**config.mk**
```make
export PLATFORM = sky130hd
export DESIGN_NAME = mac_tx_statistics_counters
export DESIGN_NICKNAME = d
export VERILOG_FILES = /design/src/pkg/tx_stats_pkg.sv /design/src/pkg/cnt_if.sv /design/src/rtl/stat_counter.sv /design/src/rtl/mac_tx_statistics_counters.sv
export SDC_FILE = /design/constraint.sdc
export NUM_CORES = 1
export LEC_CHECK = 0
export ABC_AREA = 0
export BUFFER_PORTS_ARGS = -buffer_cell sky130_fd_sc_hd__buf_2
export CORE_MARGIN = 10
export CORE_UTILIZATION = 54
export DETAILED_ROUTE_END_ITERATION = 8
export PLACE_DENSITY = 0.73
export SYNTH_ARGS = -nofsm -noshare
export SYNTH_HDL_FRONTEND = slang
export SYNTH_SLANG_ARGS = --single-unit
export TNS_END_PERCENT = 10
```
**constraint.sdc**
```tcl
create_clock -name i_clk -period 1.56 [get_ports i_clk]
set_input_delay 0.234 -clock i_clk [delete_from_list [all_inputs] [get_ports i_clk]]
set_output_delay 0.234 -clock i_clk [all_outputs]
set_load 0.005 [all_outputs]
```
**src/pkg/tx_stats_pkg.sv**
```systemverilog
/*
  Shared constants for the transmit statistics counter bank: counter width,
  byte lane layout and indirect byte addresses of the two counters.
  Assumes a byte-wide indirect register port with 16-bit byte addresses.
*/
package tx_stats_pkg;

  // Counter geometry
  localparam int CNT_W = 32;
  localparam int BYTE_W = 8;
  localparam int ADDR_W = 16;
  localparam int NUM_CNT = 2;
  localparam int LANE_W = 2;
  localparam logic [ADDR_W-1:0] CNT_BYTES = 16'h0004;

  // Counter slots in the bank
  localparam int VALID_BYTES_SLOT = 0;
  localparam int UNDERRUN_ABORT_SLOT = 1;

  // Indirect byte addresses of the most significant byte of each counter
  localparam logic [ADDR_W-1:0] TX_VALID_BYTES_COUNT_OFFSET = 16'h030c;
  localparam logic [ADDR_W-1:0] TX_UNDERRUN_ABORT_COUNT_OFFSET = 16'h0334;

  // Reset and wrap values
  localparam logic [CNT_W-1:0] CNT_RESET = 32'h0000_0000;
  localparam logic [CNT_W-1:0] CNT_MAX = 32'hffff_ffff;
  localparam logic [CNT_W-1:0] CNT_STEP = 32'h0000_0001;
  localparam logic [BYTE_W-1:0] UNMAPPED_DATA = 8'h00;

  // Lane 0 is the lowest address and carries the most significant byte
  localparam logic [LANE_W-1:0] MSB_LANE = 2'h0;

  function automatic logic [BYTE_W-1:0] byte_of(input logic [CNT_W-1:0] v,
                                                input logic [LANE_W-1:0] lane);
    logic [CNT_W-1:0] sh;
    sh = v >> (BYTE_W * (int'(CNT_BYTES) - 1 - int'(lane)));
    return sh[BYTE_W-1:0];
  endfunction

endpackage

```
**src/pkg/cnt_if.sv**
```systemverilog
/*
  Carrier between the counter bank and one statistics counter: the
  increment pulse and the live count. Assumes both ends share one clock.
*/
`timescale 1ns/100ps
`default_nettype none
interface cnt_if;
  import tx_stats_pkg::*;
  logic inc;
  logic [CNT_W-1:0] value;
  modport counter (input inc, output value);
  modport user (output inc, input value);
endinterface
`default_nettype wire

```
**src/rtl/stat_counter.sv**
```systemverilog
/*
  One 32-bit statistics counter: adds one per increment pulse, wraps
  to zero, cleared only by reset. Assumes increment pulses are already
  synchronous to i_clk.
*/
`timescale 1ns/100ps
`default_nettype none
module stat_counter
  import tx_stats_pkg::*;
(
  // Clock and reset
  input wire logic i_clk,
  input wire logic i_rstn,
  // Counter carrier
  cnt_if.counter cnt
);

  typedef struct packed {
    logic [CNT_W-1:0] count;
  } cnt_state_s;

  cnt_state_s st;
  cnt_state_s next_st;

  always_comb begin
    next_st = st;
    if (cnt.inc) begin
      // Plain modulo add: rolls from the top value back to zero
      next_st.count = st.count + CNT_STEP;
    end
  end

  always_ff @(posedge i_clk) begin
    if (!i_rstn) begin
      // Any increment seen during reset is dropped
      st.count <= CNT_RESET;
    end else begin
      st <= next_st;
    end
  end

  assign cnt.value = st.count;

endmodule
`default_nettype wire

```
**src/rtl/mac_tx_statistics_counters.sv**
```systemverilog
/*
  Transmit statistics counter bank: valid bytes sent and frames aborted on
  transmit FIFO underrun, read through a byte-wide indirect port.
  Assumes increment pulses come from transmit logic on i_clk, one per event
  per cycle, and a register master that follows the single-cycle strobe
  protocol with read data one cycle after the read strobe.
*/
//
// Function
// - Count every valid transmitted byte in a 32-bit counter, one per byte.
// - Count every frame aborted by transmit FIFO underrun in a 32-bit counter.
// - Counters clear only on reset; reads never clear them.
// - Counters do not saturate; the top value wraps to zero.
// - Valid-bytes counter read at four byte addresses, MSB at lowest.
// - Underrun counter read at four byte addresses, MSB at lowest.
//
`timescale 1ns/100ps
`default_nettype none
module mac_tx_statistics_counters
  import tx_stats_pkg::*;
(
  // Clock and reset
  input wire logic i_clk,
  input wire logic i_rstn,
  // Transmit event pulses
  input wire logic i_tx_byte_ok,
  input wire logic i_tx_underrun_abort,
  // Register port
  input wire logic [ADDR_W-1:0] i_addr,
  input wire logic [BYTE_W-1:0] i_wdata,
  input wire logic i_wr,
  input wire logic i_rd,
  output logic [BYTE_W-1:0] o_rdata
);

  typedef struct packed {
    logic [BYTE_W-1:0] rdata;
    logic [NUM_CNT-1:0][CNT_W-1:0] snap;
  } bank_state_s;

  bank_state_s st;
  bank_state_s next_st;

  logic [NUM_CNT-1:0][CNT_W-1:0] live;
  logic [NUM_CNT-1:0] hit;
  logic [NUM_CNT-1:0][LANE_W-1:0] lane;
  logic [NUM_CNT-1:0] inc;

  // Both counters are read-only; writes on the port have no effect
  logic unused_write;
  assign unused_write = i_wr ^ (^i_wdata);

  assign inc[VALID_BYTES_SLOT] = i_tx_byte_ok;
  assign inc[UNDERRUN_ABORT_SLOT] = i_tx_underrun_abort;

  cnt_if cnt [NUM_CNT] ();

  genvar g;
  generate
    for (g = 0; g < NUM_CNT; g++) begin : g_cnt
      localparam logic [ADDR_W-1:0] BASE =
        (g == VALID_BYTES_SLOT) ? TX_VALID_BYTES_COUNT_OFFSET
                                : TX_UNDERRUN_ABORT_COUNT_OFFSET;
      logic [ADDR_W-1:0] diff;

      assign cnt[g].inc = inc[g];
      assign live[g] = cnt[g].value;

      // Unsigned difference makes addresses below the base miss as well
      assign diff = i_addr - BASE;
      assign hit[g] = (diff < CNT_BYTES);
      assign lane[g] = diff[LANE_W-1:0];

      stat_counter u_counter (
        .i_clk(i_clk),
        .i_rstn(i_rstn),
        .cnt(cnt[g])
      );
    end
  endgenerate

  // Reading the most significant byte captures the whole count, so the
  // three lower bytes read later belong to the same value even if the
  // counter moves in between. Trade-off: reading a lower byte without a
  // prior MSB read returns the last snapshot, not the live count.
  always_comb begin
    next_st = st;
    next_st.rdata = UNMAPPED_DATA;
    if (i_rd) begin
      for (int k = 0; k < NUM_CNT; k++) begin
        if (hit[k]) begin
          if (lane[k] == MSB_LANE) begin
            next_st.snap[k] = live[k];
            next_st.rdata = byte_of(live[k], MSB_LANE);
          end else begin
            next_st.rdata = byte_of(st.snap[k], lane[k]);
          end
        end
      end
    end
  end

  always_ff @(posedge i_clk) begin
    if (!i_rstn) begin
      st <= '0;
    end else begin
      st <= next_st;
    end
  end

  assign o_rdata = st.rdata;

  // Checks
  logic [CNT_W-1:0] vb;
  logic [CNT_W-1:0] ua;
  logic [CNT_W-1:0] vb_snap;
  logic [CNT_W-1:0] ua_snap;
  assign vb = live[VALID_BYTES_SLOT];
  assign ua = live[UNDERRUN_ABORT_SLOT];
  assign vb_snap = st.snap[VALID_BYTES_SLOT];
  assign ua_snap = st.snap[UNDERRUN_ABORT_SLOT];

  valid_bytes_inc_a: assert property (
    @(posedge i_clk) disable iff (!i_rstn)
    i_tx_byte_ok |=> (vb == $past(vb) + CNT_STEP))
    else $error("valid bytes count did not step by one");

  underrun_inc_a: assert property (
    @(posedge i_clk) disable iff (!i_rstn)
    i_tx_underrun_abort |=> (ua == $past(ua) + CNT_STEP))
    else $error("underrun abort count did not step by one");

  read_no_clear_a: assert property (
    @(posedge i_clk) disable iff (!i_rstn)
    (!i_tx_byte_ok && !i_tx_underrun_abort)[*2] |=> $stable(vb) && $stable(ua))
    else $error("count changed without an increment");

  reset_zero_a: assert property (
    @(posedge i_clk) disable iff (!i_rstn)
    $rose(i_rstn) |-> (vb == CNT_RESET) && (ua == CNT_RESET))
    else $error("count not zero after reset");

  counter_wrap_a: assert property (
    @(posedge i_clk) disable iff (!i_rstn)
    (vb == CNT_MAX) && i_tx_byte_ok |=> (vb == CNT_RESET))
    else $error("valid bytes count did not wrap to zero");

  valid_msb_read_a: assert property (
    @(posedge i_clk) disable iff (!i_rstn)
    i_rd && (i_addr == TX_VALID_BYTES_COUNT_OFFSET)
      |=> (o_rdata == $past(vb[CNT_W-1 -: BYTE_W])) ##1 (o_rdata == UNMAPPED_DATA || $past(i_rd)))
    else $error("valid bytes MSB read returned wrong data");

  abort_lsb_read_a: assert property (
    @(posedge i_clk) disable iff (!i_rstn)
    i_rd && (i_addr == TX_UNDERRUN_ABORT_COUNT_OFFSET + CNT_BYTES - 16'h0001)
      |=> (o_rdata == $past(ua_snap[BYTE_W-1:0])))
    else $error("underrun LSB read returned wrong data");

  snapshot_hold_a: assert property (
    @(posedge i_clk) disable iff (!i_rstn)
    i_rd && (i_addr == TX_VALID_BYTES_COUNT_OFFSET)
      |=> (vb_snap == $past(vb)))
    else $error("MSB read did not capture a snapshot");

  // The full wrap needs 2^32 events; the byte carry is the reachable part of it
  byte_carry_a: assert property (
    @(posedge i_clk) disable iff (!i_rstn)
    (vb[BYTE_W-1:0] == CNT_MAX[BYTE_W-1:0]) && i_tx_byte_ok
      |=> (vb[BYTE_W-1:0] == CNT_RESET[BYTE_W-1:0])
        && (vb[CNT_W-1:BYTE_W] == $past(vb[CNT_W-1:BYTE_W]) + CNT_STEP[CNT_W-BYTE_W-1:0]))
    else $error("valid bytes count did not carry out of the low byte");

  abort_carry_a: assert property (
    @(posedge i_clk) disable iff (!i_rstn)
    (ua[BYTE_W-1:0] == CNT_MAX[BYTE_W-1:0]) && i_tx_underrun_abort
      |=> (ua[BYTE_W-1:0] == CNT_RESET[BYTE_W-1:0])
        && (ua[CNT_W-1:BYTE_W] == $past(ua[CNT_W-1:BYTE_W]) + CNT_STEP[CNT_W-BYTE_W-1:0]))
    else $error("underrun abort count did not carry out of the low byte");

  // Reset wins over any increment present in the same cycle
  reset_drop_a: assert property (
    @(posedge i_clk)
    !i_rstn |=> (vb == CNT_RESET) && (ua == CNT_RESET))
    else $error("count not cleared by reset");

  snap_steady_a: assert property (
    @(posedge i_clk) disable iff (!i_rstn)
    !(i_rd && (i_addr == TX_VALID_BYTES_COUNT_OFFSET))
      |=> $stable(vb_snap))
    else $error("valid bytes snapshot moved without an MSB read");

  abort_snap_a: assert property (
    @(posedge i_clk) disable iff (!i_rstn)
    i_rd && (i_addr == TX_UNDERRUN_ABORT_COUNT_OFFSET)
      |=> (ua_snap == $past(ua)))
    else $error("underrun MSB read did not capture a snapshot");

  abort_msb_read_a: assert property (
    @(posedge i_clk) disable iff (!i_rstn)
    i_rd && (i_addr == TX_UNDERRUN_ABORT_COUNT_OFFSET)
      |=> (o_rdata == $past(ua[CNT_W-1 -: BYTE_W])))
    else $error("underrun MSB read returned wrong data");

  abort_mid_read_a: assert property (
    @(posedge i_clk) disable iff (!i_rstn)
    i_rd && (i_addr == TX_UNDERRUN_ABORT_COUNT_OFFSET + 16'h0001)
      |=> (o_rdata == $past(ua_snap[CNT_W-BYTE_W-1 -: BYTE_W])))
    else $error("underrun second byte read returned wrong data");

  valid_mid_read_a: assert property (
    @(posedge i_clk) disable iff (!i_rstn)
    i_rd && (i_addr == TX_VALID_BYTES_COUNT_OFFSET + 16'h0002)
      |=> (o_rdata == $past(vb_snap[2*BYTE_W-1 -: BYTE_W])))
    else $error("valid bytes third byte read returned wrong data");

  valid_lsb_read_a: assert property (
    @(posedge i_clk) disable iff (!i_rstn)
    i_rd && (i_addr == TX_VALID_BYTES_COUNT_OFFSET + CNT_BYTES - 16'h0001)
      |=> (o_rdata == $past(vb_snap[BYTE_W-1:0])))
    else $error("valid bytes LSB read returned wrong data");

  // Read data stand for one cycle only, so an idle port shows the neutral byte
  idle_rdata_a: assert property (
    @(posedge i_clk) disable iff (!i_rstn)
    !i_rd |=> (o_rdata == UNMAPPED_DATA))
    else $error("read data present without a read");

  unmapped_read_a: assert property (
    @(posedge i_clk) disable iff (!i_rstn)
    i_rd && (i_addr == TX_VALID_BYTES_COUNT_OFFSET + CNT_BYTES)
      |=> (o_rdata == UNMAPPED_DATA))
    else $error("address past the counter returned data");

endmodule
`default_nettype wire

```
* After elaboration in Yosys (flattened, before gate mapping) *
Cells that the tools add are included.

cells by class
  $add $sub $neg = 6
  $mul = 0
  div/mod/pow operators = 0
  order comparisons = 2
  eq/ne operators = 0
  shifts and indexed selects = 2
  mux-type cells = 5
  bitwise operators = 0
  reduce and logical (&&, ||, !) cells = 5

operators with widths
  cell                                                                           number
  32-bit by 1-bit adder with 32-bit output, second input constant                2
  32-bit by 32-bit right shift with 8-bit output                                 2
  40-bit two-way mux                                                             1
  16-bit by 3-bit less-than comparator with 1-bit output, second input constant  2
  32-bit two-way mux                                                             1
  16-bit by 10-bit subtractor with 16-bit output, second input constant          2
  8-bit two-way mux                                                              3
  3-bit AND reduction                                                            2
  2-bit by 2-bit subtractor with 3-bit output, first input constant              2
  2-bit logical NOT                                                              2
  2-bit AND reduction                                                            1

storage, ports and cells
  register bits = 136
  latch bits = 0
  RAM bits = 0
  ROM bits = 0
  input port bits = 30
  output and inout port bits = 8
  logic and storage cells = 25
  memories kept = 0

* Depth between registers and ports, before layout *
  depth in word-level cells = 6
  depth in mapped cells = 8
  gate-level depth less buffers = 6

* Hierarchy *
Synthesis repeated with hierarchy kept, for this count alone.

second synthesis, totals
  cells, all modules = 633
  area, all modules = 5,881.9 µm²

modules (own cells, without submodules)
  module                      instances  cells each  area each (µm²)
  stat_counter                2          176         1,562.7
  mac_tx_statistics_counters  1          281         2,756.4

* Worst setup path after synthesis *
Ideal clock, no wire load.

  kind = register -> register
  start = register g_cnt[1].u_counter.st, in the netlist g_cnt[1].u_counter.cnt.value[2]
  end = register g_cnt[1].u_counter.st, in the netlist g_cnt[1].u_counter.cnt.value[31]
  setup time = 0.070 ns
  data arrival time = 1.624 ns
  data required time = 1.490 ns
  slack = -0.135 ns
  cell stages (with the launch flop) = 6
  clock period less this slack = 1.695 ns
  path through = dfxtp_1 > nand4_2 > nor4_4 > nand4_4 > or3_1 > a21boi_1

between the ends
  word-level cells in the longest chain between the ends = 1

ends and longest elaborated chain
  what                                      line                text
  from (decl)                               stat_counter.sv:22  cnt_state_s st;
  from (signal assigned)                    stat_counter.sv:38  st <= next_st;
  32-bit by 1-bit adder with 32-bit output  stat_counter.sv:29  next_st.count = st.count + CNT_STEP;

No other way between the ends.
A chain may end at the register's enable or synchronous reset.

* Worst setup path in the final report *
  start = register g_cnt[1].u_counter.st, in the netlist g_cnt[1].u_counter.cnt.value[26]
  end = register g_cnt[1].u_counter.st, in the netlist g_cnt[1].u_counter.cnt.value[30]

The elaborated chain is that of the path after synthesis.

==> impl_metrics.env <==
export IMPL_cp_data_arrival_time_ns=2.12
export IMPL_finalInstanceArea_um2=7600
export IMPL_worstSetupPathType="flop to flop"
export IMPL_antenna_found_initial=0
export IMPL_diodes=0
export IMPL_place_area_um2=6830
export IMPL_initial_core_util_pct=55.1
export IMPL_grt_util_all_layers_pct=18.1
export IMPL_synth_main_ff_cell="dfxtp_1"
export IMPL_path_max_fanout=5
export IMPL_vias=4997
export IMPL_hold_class="input port to flop"
export IMPL_finalSetupViolations=10
export IMPL_avgViaCountPerCell=5.56
export IMPL_drive_gt1_share_pct=29.2
export IMPL_min_period_over_period_pct=106
export IMPL_crit_path_start_kind="flop"
export IMPL_dieArea_um2=15700
export IMPL_synthesis_nets=678
export IMPL_power_density_nw_per_um2=920
export IMPL_max_freq_mhz=604
export IMPL_core_um2=10800
export IMPL_p_leak_nw=2.95
export IMPL_die_w_um=125
export IMPL_status="finished, violations left"
export IMPL_clk_latency_ns=0.53
export IMPL_drtIter0Drc=586
export IMPL_grt_max_degree=89
export IMPL_cts_sinks=120
export IMPL_drc=0
export IMPL_numCtsBuffers=17
export IMPL_endpoint="g_cnt[1].u_counter.cnt.value[30]"
export IMPL_synth_async_reset_ratio_pct=0
export IMPL_violations="negative setup slack"
export IMPL_setup_ws_ns=-0.0960
export IMPL_r2r_slack_ns=-0.1
export IMPL_cts_tree="yes"
export IMPL_fin_skew_ns=0.00741
export IMPL_synth_edf_count=0
export IMPL_cts_buffer_depth=2
export IMPL_htree_levels=4
export IMPL_fp_row_count=38
export IMPL_maxSlewViolCount=0
export IMPL_post_place_ws_ns=-0.388
export IMPL_min_period_ns=1.66
export IMPL_peakVddDrop_v=0.000746
export IMPL_worst_pin_slew_ns=0.544
export IMPL_ctsHoldBuffers=0
export IMPL_clock_root_buffer="clkbuf_8"
export IMPL_rsz0062_at_grt="yes"
export IMPL_ant_nets=0
export IMPL_r2r_end="g_cnt[1].u_counter.cnt.value[30]"
export IMPL_grt_first_pass_wirelength_um=23600
export IMPL_io_pins=38
export IMPL_relSlewSlack_pct=63.8
export IMPL_synth_distinct_cells=58
export IMPL_hold_viol_final=0
export IMPL_port_buffers=28
export IMPL_yosysSeqAreaShare_pct=40.3
export IMPL_dr_pass1_iters=5
export IMPL_dp_cells=866
export IMPL_utilization_pct=70.1
export IMPL_worst_r2r_cell_count=5
export IMPL_grt_pass1_vias=4886
export IMPL_place_congestion=0.888
export IMPL_synth_cells=646
export IMPL_hpwl_um=9640
export IMPL_yosys_register_bits=120
export IMPL_area_growth_pct=27.3
export IMPL_wl_per_cell_um=16.0
export IMPL_required_ns=2.03
export IMPL_overflow=0
export IMPL_yosys_warnings=0
export IMPL_worstReg2RegStart="g_cnt[1].u_counter.cnt.value[26]"
export IMPL_fin_setup_tns_ns=-0.422
export IMPL_wirelength_um=14400
export IMPL_startpoint="g_cnt[1].u_counter.cnt.value[26]"
export IMPL_final_cells=899
export IMPL_synth_area_per_cell_um2=9.24
export IMPL_clkSlewWorstSetupHoldPaths_ns=0.06
export IMPL_die_height_um=125
export IMPL_final_nets=779
export IMPL_syn_area_um2=5970
export IMPL_end_kind="flop"
export IMPL_drv_cap=0
==> per-layer routing <==
| metal | routed length [µm] | GRT usage [%] |
|---|---|---|
| met1 | 6540 | 23.2 |
| met2 | 6570 | 27.9 |
| met3 | 948 | 5.24 |
| met4 | 351 | 8.06 |
| met5 | 0 | 0 |
==> sequential cells by signal, indices dropped and copies added, names as in the netlist <==
signal / cells
g_cnt.u_counter.cnt.value: 64
ua_snap: 24
vb_snap: 24
o_rdata: 8
==> cells by family after synthesis <==
group	Yosys count	synth area share, %
buffers and inverters	59	5.18
AO/OA/AOI/OAI	37	4.42
flip-flops	120	40.3
multiplexers	79	16.6
XOR/XNOR	43	6.31
adder cells (fa/ha/maj)	2	0.419
AND/OR/NAND/NOR	306	26.8
==> per-stage QoR <==
| step | hold slack (ns) | power (mW) |
|---|---|---|
| after floorplan | 0.432 | 3.33 |
| after global placement | 0.441 | 3.46 |
| after detailed placement | 0.451 | 3.47 |
| after CTS | 0.00495 | 7.03 |
| after global routing | 0.0284 | 7.21 |
| final | 0.0262 | 6.99 |
==> worst min path at each step <==
stage | from | to | slack, ns | cells past startpoint
after floorplan | ua_snap[11] | ua_snap[11] | 0.43 | 2
after global placement | vb_snap[17] | vb_snap[17] | 0.44 | 2
after detailed placement | vb_snap[17] | vb_snap[17] | 0.45 | 2
after CTS | i_rstn | g_cnt[1].u_counter.cnt.value[25] | 0.005 | 2
after global routing | i_rstn | g_cnt[1].u_counter.cnt.value[25] | 0.03 | 2
final | i_rstn | g_cnt[1].u_counter.cnt.value[25] | 0.03 | 2
==> worst max-delay path: stages (launching register included) <==
cell and delay, ns:
dfxtp_1 0.42, nand3_1 0.21, nor2_1 0.25, nand2_1 0.16, nor4_4 0.34, mux2i_1 0.20
==> report_power, final <==
group	leakage, nW	switching (mW)	total (mW)	internal, mW
clock	0.270	1.35	3.56	2.21
sequential	0.975	0.0115	3.09	3.07
combinational	1.70	0.194	0.341	0.147
total	2.95	1.56	6.99	5.43
==> layout make-up <==
| class | instances | area (µm²) |
|---|---|---|
| Timing Repair Buffer | 121 | 897 |
| Inverter | 20 | 75.1 |
| Sequential cell | 120 | 2430 |
| Clock inverter | 9 | 73.8 |
| Multi-Input combinational cell | 467 | 3480 |
| Fill cell | 771 | 3240 |
| Clock buffer | 22 | 463 |
| Tap cell | 140 | 175 |
==> cell usage in the layout, fill, tap and decap left out, drive strengths merged, types with 6 or more instances in the layout <==
| cell | instances |
|---|---|
| xor2 | 12 |
| and2 | 46 |
| mux2i | 63 |
| buf | 121 |
| clkinv | 6 |
| and3 | 9 |
| o21ai | 8 |
| inv | 21 |
| nand2 | 136 |
| mux4 | 16 |
| clkbuf | 22 |
| nor2 | 19 |
| dfxtp | 120 |
| nand4 | 21 |
| nor4 | 7 |
| nand2b | 12 |
| nor3 | 7 |
| xnor2 | 31 |
| o22ai | 8 |
| nand3 | 27 |
| and4 | 7 |
==> Yosys cell counts (4+ instances only) <==
cell	number	area, µm²
nand4_1	17	106
nor3_1	5	25.0
and3_1	8	50.1
nand2b_1	12	75.1
dfxtp_1	120	2400
o21ai_0	6	30.0
o22ai_1	8	50.1
and4_1	5	43.8
buf_2	6	30.0
xnor2_1	31	272
buf_6	4	45.0
nor4_1	5	31.3
clkbuf_1	24	90.1
nand3_1	27	135
and2_1	45	282
mux2i_1	63	631
nand2_1	136	510
nor2_1	18	67.6
mux4_2	16	360
xor2_1	12	105
inv_1	20	75.1
==> what timing repair did <==
action	4_1_cts	5_1_grt
endpoints found under the setup margin	37	61
pin swaps	12	12
buffers inserted	1	1
gates resized for setup	36	16
No activity file was read; power rests on OpenSTA's default activity.
